File: config.mk
export PLATFORM = sky130hd
export DESIGN_NAME = cmf_filter
export DESIGN_NICKNAME = d
export VERILOG_FILES = /design/src/cmf_pkg.sv /design/src/cmf_filter.sv
export SDC_FILE = /design/constraint.sdc
export NUM_CORES = 1
export LEC_CHECK = 0
export BUFFER_PORTS_ARGS = -buffer_cell sky130_fd_sc_hd__buf_4
export CAP_MARGIN = 20
export CORE_MARGIN = 1
export CORE_UTILIZATION = 25
export CTS_BUF_LIST = sky130_fd_sc_hd__clkbuf_4 sky130_fd_sc_hd__clkbuf_8 sky130_fd_sc_hd__clkbuf_16
export DETAILED_ROUTE_END_ITERATION = 10
export MAX_ROUTING_LAYER = met4
export PLACE_DENSITY_LB_ADDON = 0.05
export SLEW_MARGIN = 20
export SYNTH_ARGS = -nofsm -noshare
export SYNTH_HDL_FRONTEND = slang
export SYNTH_SLANG_ARGS = --single-unit
File: constraint.sdc
create_clock -name clk -period 3.9 [get_ports clk]
set_input_delay 0.78 -clock clk [delete_from_list [all_inputs] [get_ports clk]]
set_output_delay 0.78 -clock clk [all_outputs]
set_load 0.05 [all_outputs]
File: src/cmf_pkg.sv
// package: register map, field layout and constants for the filter block
package cmf_pkg;
   // ----------------------------------------
   // register byte addresses (apb, one word each)
   // ----------------------------------------
   localparam logic [7:0] CMF_OFF_MASK4 = 8'h00;
   localparam logic [7:0] CMF_OFF_MASK3 = 8'h04;
   localparam logic [7:0] CMF_OFF_MASK2 = 8'h08;
   localparam logic [7:0] CMF_OFF_MASK1 = 8'h0C;
   localparam logic [7:0] CMF_OFF_STML = 8'h10;
   localparam logic [7:0] CMF_OFF_STMH = 8'h14;
   localparam logic [7:0] CMF_OFF_MSG = 8'h18;
   localparam logic [7:0] CMF_OFF_PAGE = 8'h1C;
   localparam logic [7:0] CMF_OFF_TAG = 8'h20;
   localparam logic [7:0] CMF_OFF_CTRL = 8'h24;
   localparam logic [7:0] CMF_OFF_STAT = 8'h28;
   // ----------------------------------------
   // field positions
   // ----------------------------------------
   localparam int CMF_STD_LSB = 21;
   localparam int CMF_EXT_LSB = 3;
   localparam int CMF_RTR_BIT = 2;
   localparam int CMF_IDE_BIT = 0;
   localparam int CMF_PAGE_AINC = 3;
   // ----------------------------------------
   // reset values and sizes
   // ----------------------------------------
   localparam logic [31:0] CMF_MASK_RST = 32'h0000_0000;
   localparam logic [31:0] CMF_TAG_RST = 32'h0000_0000;
   localparam logic [15:0] CMF_STAMP_RST = 16'h0000;
   localparam logic [2:0] CMF_IDX_RST = 3'h0;
   localparam int CMF_NBYTES = 8;
   // apb state machine, one-hot
   typedef enum logic [1:0] {
      CMF_IDLE = 2'b01,
      CMF_ACC = 2'b10
   } cmf_state_t;
endpackage

File: src/cmf_filter.sv
// module: mask filter, time stamp and data window of one message object
//
// Local design decisions: the placing of the registers and the APB slave port.
`timescale 1ns/10ps
`default_nettype none
module cmf_filter
   import cmf_pkg::*;
(
   // clock and reset
   input wire logic clk,
   input wire logic nrst,
   // apb slave
   input wire logic psel,
   input wire logic penable,
   input wire logic pwrite,
   input wire logic [7:0] paddr,
   input wire logic [31:0] pwdata,
   output logic [31:0] prdata,
   output logic pready,
   output logic pslverr,
   // received frame from the protocol engine (same clock)
   input wire logic rx_valid,
   input wire logic [28:0] rx_id,
   input wire logic rx_rtr,
   input wire logic rx_ide,
   input wire logic [15:0] rx_stamp,
   // hit pulse to the protocol engine
   output logic rx_hit
);
   // ----------------------------------------
   // state
   // ----------------------------------------
   cmf_state_t st_reg, st_next;
   logic [31:0] mask_reg, mask_next; // four mask bytes as one word
   logic [31:0] tag_reg, tag_next; // identifier tag word
   logic [15:0] stamp_reg, stamp_next; // captured time stamp
   logic [7:0] data_reg [CMF_NBYTES]; // message object byte store
   logic [7:0] data_next [CMF_NBYTES];
   logic [2:0] idx_reg, idx_next; // data index
   logic ainc_reg, ainc_next; // auto-increment select
   logic rxen_reg, rxen_next; // object enabled for reception
   logic hit_reg, hit_next; // one-cycle hit pulse
   logic [31:0] rd_reg, rd_next; // registered read data
   logic rdy_reg, rdy_next; // registered pready
   logic err_reg, err_next; // registered pslverr
   logic acc; // access phase: write takes effect at its end; read data was taken at the setup edge
   logic match; // received frame agrees with tag on every enabled bit
   logic [7:0] win_byte; // byte under the data index, read path

   // address decode used by pslverr and the unmapped-address check
   function automatic logic cmf_known(input logic [7:0] a);
      case (a)
         CMF_OFF_MASK4, CMF_OFF_MASK3, CMF_OFF_MASK2, CMF_OFF_MASK1,
         CMF_OFF_STML, CMF_OFF_STMH, CMF_OFF_MSG, CMF_OFF_PAGE,
         CMF_OFF_TAG, CMF_OFF_CTRL, CMF_OFF_STAT: cmf_known = 1'b1;
         default: cmf_known = 1'b0;
      endcase
   endfunction

   // ----------------------------------------
   // acceptance compare
   // ----------------------------------------
   // ext frames compare 29 bits; std frames only 11 upper bits
   // bit 1 of mask and tag never takes part, so leftovers there are
   // harmless; std frames likewise ignore bits 20:3 of both words
   always_comb begin
      logic [31:0] rxw;
      logic [31:0] en;
      rxw = 32'h0000_0000;
      en = 32'h0000_0000;
      if (rx_ide) begin
         rxw[31:CMF_EXT_LSB] = rx_id;
         en[31:CMF_EXT_LSB] = mask_reg[31:CMF_EXT_LSB];
      end else begin
         rxw[31:CMF_STD_LSB] = rx_id[10:0];
         en[31:CMF_STD_LSB] = mask_reg[31:CMF_STD_LSB];
      end
      rxw[CMF_RTR_BIT] = rx_rtr;
      rxw[CMF_IDE_BIT] = rx_ide;
      en[CMF_RTR_BIT] = mask_reg[CMF_RTR_BIT];
      en[CMF_IDE_BIT] = mask_reg[CMF_IDE_BIT];
      match = (((rxw ^ tag_reg) & en) == 32'h0000_0000);
   end

   // access phase: the edge that ends it commits a write
   assign acc = (st_reg == CMF_ACC);

   // byte under the current index, shared by read mux and checks
   assign win_byte = data_reg[idx_reg];

   // ----------------------------------------
   // next-state logic
   // ----------------------------------------
   always_comb begin
      logic [2:0] wsel;
      wsel = idx_reg; // a window write lands before the index steps
      st_next = st_reg;
      mask_next = mask_reg;
      tag_next = tag_reg;
      stamp_next = stamp_reg;
      data_next = data_reg;
      idx_next = idx_reg;
      ainc_next = ainc_reg;
      rxen_next = rxen_reg;
      hit_next = 1'b0;
      rd_next = rd_reg;
      rdy_next = 1'b0;
      err_next = 1'b0;
      // apb: no wait states, answer registered at the setup edge
      case (st_reg)
         CMF_IDLE: begin
            if (psel && !penable) begin
               st_next = CMF_ACC;
               rdy_next = 1'b1;
               err_next = !cmf_known(paddr);
               // read data is taken at the setup edge, so a read that
               // meets a reception sees the older stamp and tag
               rd_next = 32'h0000_0000;
               case (paddr)
                  CMF_OFF_MASK4: rd_next[7:0] = mask_reg[7:0];
                  CMF_OFF_MASK3: rd_next[7:0] = mask_reg[15:8];
                  CMF_OFF_MASK2: rd_next[7:0] = mask_reg[23:16];
                  CMF_OFF_MASK1: rd_next[7:0] = mask_reg[31:24];
                  CMF_OFF_STML: rd_next[7:0] = stamp_reg[7:0];
                  CMF_OFF_STMH: rd_next[7:0] = stamp_reg[15:8];
                  CMF_OFF_MSG: rd_next[7:0] = win_byte;
                  CMF_OFF_PAGE: rd_next[3:0] = {ainc_reg, idx_reg};
                  CMF_OFF_TAG: rd_next = tag_reg;
                  CMF_OFF_CTRL: rd_next[0] = rxen_reg;
                  default: rd_next = 32'h0000_0000;
               endcase
            end
         end
         CMF_ACC: begin
            st_next = CMF_IDLE;
            // write or read completes at this edge
            if (psel && penable && pwrite) begin
               case (paddr)
                  CMF_OFF_MASK4: mask_next[7:0] = pwdata[7:0];
                  CMF_OFF_MASK3: mask_next[15:8] = pwdata[7:0];
                  CMF_OFF_MASK2: mask_next[23:16] = pwdata[7:0];
                  CMF_OFF_MASK1: mask_next[31:24] = pwdata[7:0];
                  CMF_OFF_MSG: data_next[wsel] = pwdata[7:0];
                  CMF_OFF_PAGE: begin
                     idx_next = pwdata[2:0];
                     ainc_next = pwdata[CMF_PAGE_AINC];
                  end
                  CMF_OFF_TAG: tag_next = pwdata;
                  CMF_OFF_CTRL: rxen_next = pwdata[0];
                  default: ;
               endcase
            end
            // reads step the index as well as writes
            // wraps 7 -> 0 by 3-bit width
            if (psel && penable && paddr == CMF_OFF_MSG && ainc_reg) begin
               idx_next = idx_reg + 3'h1;
            end
         end
         default: st_next = CMF_IDLE;
      endcase
      // reception updates tag and stamp, never the mask; it wins over
      // a tag write in the same cycle, so the captured id is never
      // half overwritten by software
      if (rx_valid && rxen_reg && match) begin
         hit_next = 1'b1;
         tag_next = 32'h0000_0000;
         if (rx_ide) begin
            tag_next[31:CMF_EXT_LSB] = rx_id;
         end else begin
            tag_next[31:CMF_STD_LSB] = rx_id[10:0];
         end
         tag_next[CMF_RTR_BIT] = rx_rtr;
         stamp_next = rx_stamp;
      end
   end

   // ----------------------------------------
   // registers
   // ----------------------------------------
   // reset branch loads constants only
   always_ff @(posedge clk or negedge nrst) begin
      if (!nrst) begin
         st_reg <= CMF_IDLE;
         mask_reg <= CMF_MASK_RST;
         tag_reg <= CMF_TAG_RST;
         stamp_reg <= CMF_STAMP_RST;
         for (int i = 0; i < CMF_NBYTES; i++) begin
            data_reg[i] <= 8'h00;
         end
         idx_reg <= CMF_IDX_RST;
         ainc_reg <= 1'b0;
         rxen_reg <= 1'b0;
         hit_reg <= 1'b0;
         rd_reg <= 32'h0000_0000;
         rdy_reg <= 1'b0;
         err_reg <= 1'b0;
      end else begin
         st_reg <= st_next;
         mask_reg <= mask_next;
         tag_reg <= tag_next;
         stamp_reg <= stamp_next;
         data_reg <= data_next;
         idx_reg <= idx_next;
         ainc_reg <= ainc_next;
         rxen_reg <= rxen_next;
         hit_reg <= hit_next;
         rd_reg <= rd_next;
         rdy_reg <= rdy_next;
         err_reg <= err_next;
      end
   end

   // every output comes straight from a flip-flop
   assign prdata = rd_reg;
   assign pready = rdy_reg;
   assign pslverr = err_reg;
   assign rx_hit = hit_reg;
endmodule
`default_nettype wire

==> impl_metrics.env, run 1 <==
export IMPL_fin_nets=1010
export IMPL_port_buffer_count=127
export IMPL_dieArea_mm2=0.03824
export IMPL_tritoncts="built"
export IMPL_core_area_mm2=0.03670
export IMPL_leakage_uw=0.005388
export IMPL_worstPathArrival_ps=3290
export IMPL_wl_met3_um=901
export IMPL_largest_register_ffs=64
export IMPL_area_growth_pct=23.16
export IMPL_highest_layer="met4"
export IMPL_dieHeight_um=195.6
export IMPL_path_common_cell="mux2_2"
export IMPL_synth_avg_cell_area_um2=11.80
export IMPL_grt_overflow=0
export IMPL_min_period_ps=2961
export IMPL_preCtsSetupSlack_ps=480.8
export IMPL_drtPass1Iterations=4
export IMPL_insertion_delay_ps=450
export IMPL_clock_root_buffer="clkbuf_16"
export IMPL_rsz0062_at_grt="false"
export IMPL_grt_pass1_vias=7090
export IMPL_setup_viol=0
export IMPL_antenna_found_initial=0
export IMPL_hold_viol=0
export IMPL_finalWorstSetupSlack_ps=939.3
export IMPL_internal_power_uw=2945
export IMPL_dp_hpwl_um=22470
export IMPL_ant_nets=0
export IMPL_finalClockSkew_ps=13.10
export IMPL_ir_drop_v=0.0003268
export IMPL_ys_ff_latch=186
export IMPL_seqCellArea_mm2=0.004656
export IMPL_synth_edf_count=0
export IMPL_synth_cell_types=55
export IMPL_critPathBufInv=2
export IMPL_fillers=3762
export IMPL_initial_core_util_pct=25.52
export IMPL_gp_congestion=0.7659
export IMPL_grt_max_degree=71
export IMPL_groute_usage_overall_pct=17.62
export IMPL_timing_max_cap_violations=0
export IMPL_crit_chain="buf_4, nand2_1, mux2_2, o2111ai_1, or4_4, a211oi_4, buf_12, mux2_2"
export IMPL_cts_buffers=17
export IMPL_drc_errors=0
export IMPL_yosysWarnings=0
export IMPL_switchingPower_uw=1067
export IMPL_crit_fanout=32
export IMPL_syn_nets=888
export IMPL_start_kind="input pin"
export IMPL_synth_top_area_cell="dfrtp_1"
export IMPL_synthTopCellsByArea="dfrtp_1 49%, mux2_2 15%, mux2i_1 9.3%, nand2_1 4.7%, mux4_2 3.6%"
export IMPL_slowest_delay_ps=570
export IMPL_min_path_type="in -> async"
export IMPL_max_freq_mhz=337.8
export IMPL_p_per_area_mw_per_mm2=347.8
export IMPL_routed_via_count=6620
export IMPL_wl_met1_um=15240
export IMPL_yosysSeqAreaShare_pct=49.71
export IMPL_layout_commonest_cell="dfrtp_1"
export IMPL_period_share_pct=75.92
export IMPL_crit_path_end_kind="flop"
export IMPL_drtIter0Drc=317
export IMPL_cp_required_ps=4230
export IMPL_clock_path_buffers=2
export IMPL_status="complete, no violations"
export IMPL_cts_setup_buffers=0
export IMPL_tightest_slew_ps=929.3
export IMPL_syn_instance_count=794
export IMPL_clockPowerShare_pct=44.6
export IMPL_power_frac_comb_pct=7.1
export IMPL_cts_num_sinks=186
export IMPL_synth_top_area_share_pct=49.43
export IMPL_diodes=0
export IMPL_synthesis_area_mm2=0.009366
export IMPL_multi_input_area_mm2=0.004474
export IMPL_critical_path_slowest_cell="or4_4"
export IMPL_slew_headroom_pct=37.90
export IMPL_ioPinCount=128
export IMPL_die_x_um=195.6
export IMPL_grt_pass1_wl_um=47710
export IMPL_pwr_share_seq_pct=48.3
export IMPL_path_clk_slew_ps=70
export IMPL_drive_above_1_share_pct=36.71
export IMPL_cp_depth=8
export IMPL_ys_flop_type="dfrtp_1"
export IMPL_wirelength_um=31310
export IMPL_async_reset_ff_share_pct=100.0
export IMPL_cts_hold_buf=0
export IMPL_viasPerCell=4.739
export IMPL_r2r_cells=5
export IMPL_cp_top_family="simple AND/OR/NAND/NOR gates"
export IMPL_setup_tns_ps=0
export IMPL_cts_resized=0
export IMPL_sw_frac_of_total_pct=26.60
export IMPL_wl_met2_um=14770
export IMPL_crit_type="in -> reg"
export IMPL_cts_max_level=4
export IMPL_wl_per_cell_um=22.42
export IMPL_slew_viol_final=0
export IMPL_mostFrequentLayoutCells="185 x dfrtp_1, 149 x buf_4, 127 x mux2_2"
export IMPL_fp_row_count=70
## per-stage QoR
step	area [um^2]	instances	power (uW)	hold WS, ps	utilization [%]
floorplan	9366	794	2077	458.6	-
global placement	10960	1365	2273	466.8	29.86
detailed placement	10960	1365	2270	477.7	29.86
CTS	11540	1397	4090	363.1	31.44
global route	11540	1397	4181	370.7	31.44
finish	11540	1397	4013	331.6	31.44
## synthesized netlist by cell type (all sizes together), types with 5 or more instances
master,count
xor2,8
nand2b,16
mux4,15
nand4,5
xnor2,11
a21oi,12
o22ai,5
mux2i,87
inv,8
buf,18
a22oi,8
dfrtp,185
mux2,132
nand2,117
o21ai,40
clkbuf,33
nand3,13
nor2,15
nor3,9
## cell type report
| cell class | count | area share (%) |
|---|---|---|
| Multi-Input combinational cell | 549 | 38.79 |
| Clock inverter | 15 | 1.323 |
| Timing Repair Buffer | 154 | 10.51 |
| Clock buffer | 17 | 3.688 |
| Inverter | 8 | 0.2603 |
| Tap cell | 468 | 5.076 |
| Sequential cell | 186 | 40.36 |
## layer usage
metal / GRT usage, % / vias to the layer above
met3: 2.919 / 17
met1: 24.15 / 3407
met4: 4.199 / 0
met2: 27.05 / 90
li1: - / 3106
met5: - / -
## power by group through the flow
stage | sequential [uW] | combinational, uW | clock, uW
after floorplan | 1990 | 89.4 | 0
after global placement | 1980 | 296 | 0
after detailed placement | 1980 | 293 | 0
after CTS | 1940 | 294 | 1860
after global routing | 1940 | 312 | 1930
final | 1940 | 285 | 1790
## logic make-up after synthesis
logic type | count (synthesis) | share of synthesized area [%]
AND/OR/NAND/NOR | 199 | 10.23
buffers and inverters | 59 | 2.672
AO/OA/AOI/OAI | 96 | 6.706
flip-flops | 186 | 49.71
XOR/XNOR | 19 | 1.777
adder cells (fa/ha/maj) | 1 | 0.1336
multiplexers | 234 | 28.77
## path summary, 6_finish.rpt
kind                            slack [ps]                         to              startpoint
worst max register to register        1210      prdata[4]$_DFFE_PN0P_  idx_reg[1]$_DFFE_PN0P_
max in group asynchronous             2720   data_reg[36]$_DFFE_PN0P_                    nrst
worst max-delay path                   940   stamp_reg[6]$_DFFE_PN0N_                  rx_ide
min in group clk                       480     prdata[26]$_DFFE_PN0P_  prdata[26]$_DFFE_PN0P_
worst min-delay path                   330  stamp_reg[10]$_DFFE_PN0N_                    nrst
worst min register to register         480     prdata[26]$_DFFE_PN0P_  prdata[26]$_DFFE_PN0P_
Note: power is estimated with default switching activity, not from simulation.
==> run 2, diff against run 1 <==
clock period = 2.8 ns   (was 3.9 ns; I/O delays follow)
==> run 2 against run 1 <==
Compared with the run above: non-clock buffer count is 49 higher; critical path depth stayed put; clock power is 45% higher; clock skew is 3.3 ps lower; setup slack worse by 710 ps; global-route usage is 0.14 points higher; count of clock-buffer cells in the layout is 4 higher; largest power group unchanged; highest routed layer unchanged.
==> impl_metrics.env, run 2 (synthesis gave the netlist of run 1 again) <==
export IMPL_hold_slack_ps=29.60
export IMPL_port_buffer_count=127
export IMPL_multi_input_area_mm2=0.004474
export IMPL_max_freq_mhz=388.6
export IMPL_groute_usage_overall_pct=17.76
export IMPL_largest_register_ffs=64
export IMPL_fillers=3766
export IMPL_drc_errors=0
export IMPL_start_kind="input pin"
export IMPL_cts_resized=0
export IMPL_preCtsSetupSlack_ps=-258.5
export IMPL_critPathLaunch="rx_ide"
export IMPL_insertion_delay_ps=450
export IMPL_fp_row_count=70
export IMPL_grt_pass1_vias=7195
export IMPL_hold_viol=0
export IMPL_finalWorstSetupSlack_ps=226.8
export IMPL_crit_fanout=21
export IMPL_fin_area_mm2=0.01199
export IMPL_dp_hpwl_um=23360
export IMPL_r2r_start="mask_reg[10]$_DFFE_PN0P_"
export IMPL_dieHeight_um=195.6
export IMPL_seqCellArea_mm2=0.004656
export IMPL_p_total_uw=5725
export IMPL_clock_root_buffer="clkbuf_16"
export IMPL_ir_drop_v=0.0004491
export IMPL_rsz0062_at_grt="false"
export IMPL_setup_viol=0
export IMPL_grt_max_degree=73
export IMPL_cts_num_sinks=186
export IMPL_min_period_ps=2573
export IMPL_wl_per_cell_um=21.95
export IMPL_dieArea_mm2=0.03824
export IMPL_layout_commonest_cell="buf_4"
export IMPL_leakage_uw=0.005638
export IMPL_path_clk_slew_ps=70
export IMPL_tritoncts="built"
export IMPL_tightest_slew_ps=766.8
export IMPL_viasPerCell=4.676
export IMPL_grt_overflow=0
export IMPL_drtIter0Drc=403
export IMPL_cts_setup_buffers=0
export IMPL_finalClockSkew_ps=9.773
export IMPL_initial_core_util_pct=25.52
export IMPL_diodes=0
export IMPL_drive_above_1_share_pct=39.75
export IMPL_wirelength_um=31700
export IMPL_period_share_pct=91.90
export IMPL_clock_path_buffers=2
export IMPL_cts_hold_buf=0
export IMPL_cp_required_ps=3160
export IMPL_cts_buffers=17
export IMPL_drtPass1Iterations=5
export IMPL_cts_max_level=4
export IMPL_crit_type="in -> reg"
export IMPL_min_path_type="in -> async"
export IMPL_p_per_area_mw_per_mm2=477.6
export IMPL_routed_via_count=6752
export IMPL_status="complete, no violations"
export IMPL_mostFrequentLayoutCells="194 x buf_4, 185 x dfrtp_1, 127 x mux2_2"
export IMPL_die_x_um=195.6
export IMPL_crit_path_end_kind="flop"
export IMPL_ioPinCount=128
export IMPL_worstPathArrival_ps=2940
export IMPL_slew_headroom_pct=48.88
export IMPL_place_area_mm2=0.01138
export IMPL_fin_nets=1059
export IMPL_core_area_mm2=0.03670
export IMPL_timing_max_cap_violations=0
export IMPL_grt_pass1_wl_um=47940
export IMPL_gp_congestion=0.7878
export IMPL_area_growth_pct=27.99
export IMPL_slew_viol_final=0
export IMPL_ant_nets=0
export IMPL_antenna_found_initial=0
[run 2: cell count changes in the layout (fill, tap and decap cells not counted), sizes merged]
cell and change:
clkinv -4, bufinv +2, clkbuf +4, buf +49, clkinvlp +3, inv -7
[run 2: final timing paths]
path | end | slack, ps | cells after the start
worst max-delay path | tag_reg[14]$_DFFE_PN0P_ | 230 | 8
worst min-delay path | prdata[2]$_DFFE_PN0P_ | 30 | 1
worst max register to register | tag_reg[14]$_DFFE_PN0P_ | 250 | 7
worst min register to register | prdata[15]$_DFFE_PN0P_ | 480 | 2
max in group asynchronous | tag_reg[31]$_DFFE_PN0P_ | 2030 | 2
min in group clk | stamp_reg[7]$_DFFE_PN0N_ | 330 | 2
[run 2: power by group]
part / leakage, uW / switching [uW] / internal, uW / total (uW)
sequential: 0.00259 / 6.36 / 2690 / 2700
clock: 0.000288 / 1110 / 1480 / 2600
combinational: 0.00276 / 256 / 171 / 427
[run 2: cell type report]
class / instances / share of cell area (%)
sequential: 186 / 38.84
multi-input combinational: 549 / 37.32
timing repair buffer: 203 / 13.60
tap: 468 / 4.885
clock buffer: 21 / 3.956
clock inverter: 9 / 1.148
inverter: 8 / 0.2505
[run 2: layer usage]
metal	track usage (%)	part of all wire, %
met1	23.18	47
met4	4.229	1.1
met5	-	0
met3	2.936	3.4
met2	28.66	49
[run 2: critical path, stage by stage]
cell and delay [ps]:
buf_4 260, nand2_1 130, mux2_2 280, o2111ai_1 140, or4_4 540, a211oi_4 310, buf_4 430, mux2i_1 260
[run 2: through the flow]
step	utilization (%)	cells	TNS [ps]
final	32.67	1444	0
after floorplan	-	794	0
after detailed placement	31.00	1414	-8967
after CTS	32.67	1444	0
after global placement	31.00	1414	-8000
after global routing	32.67	1444	0
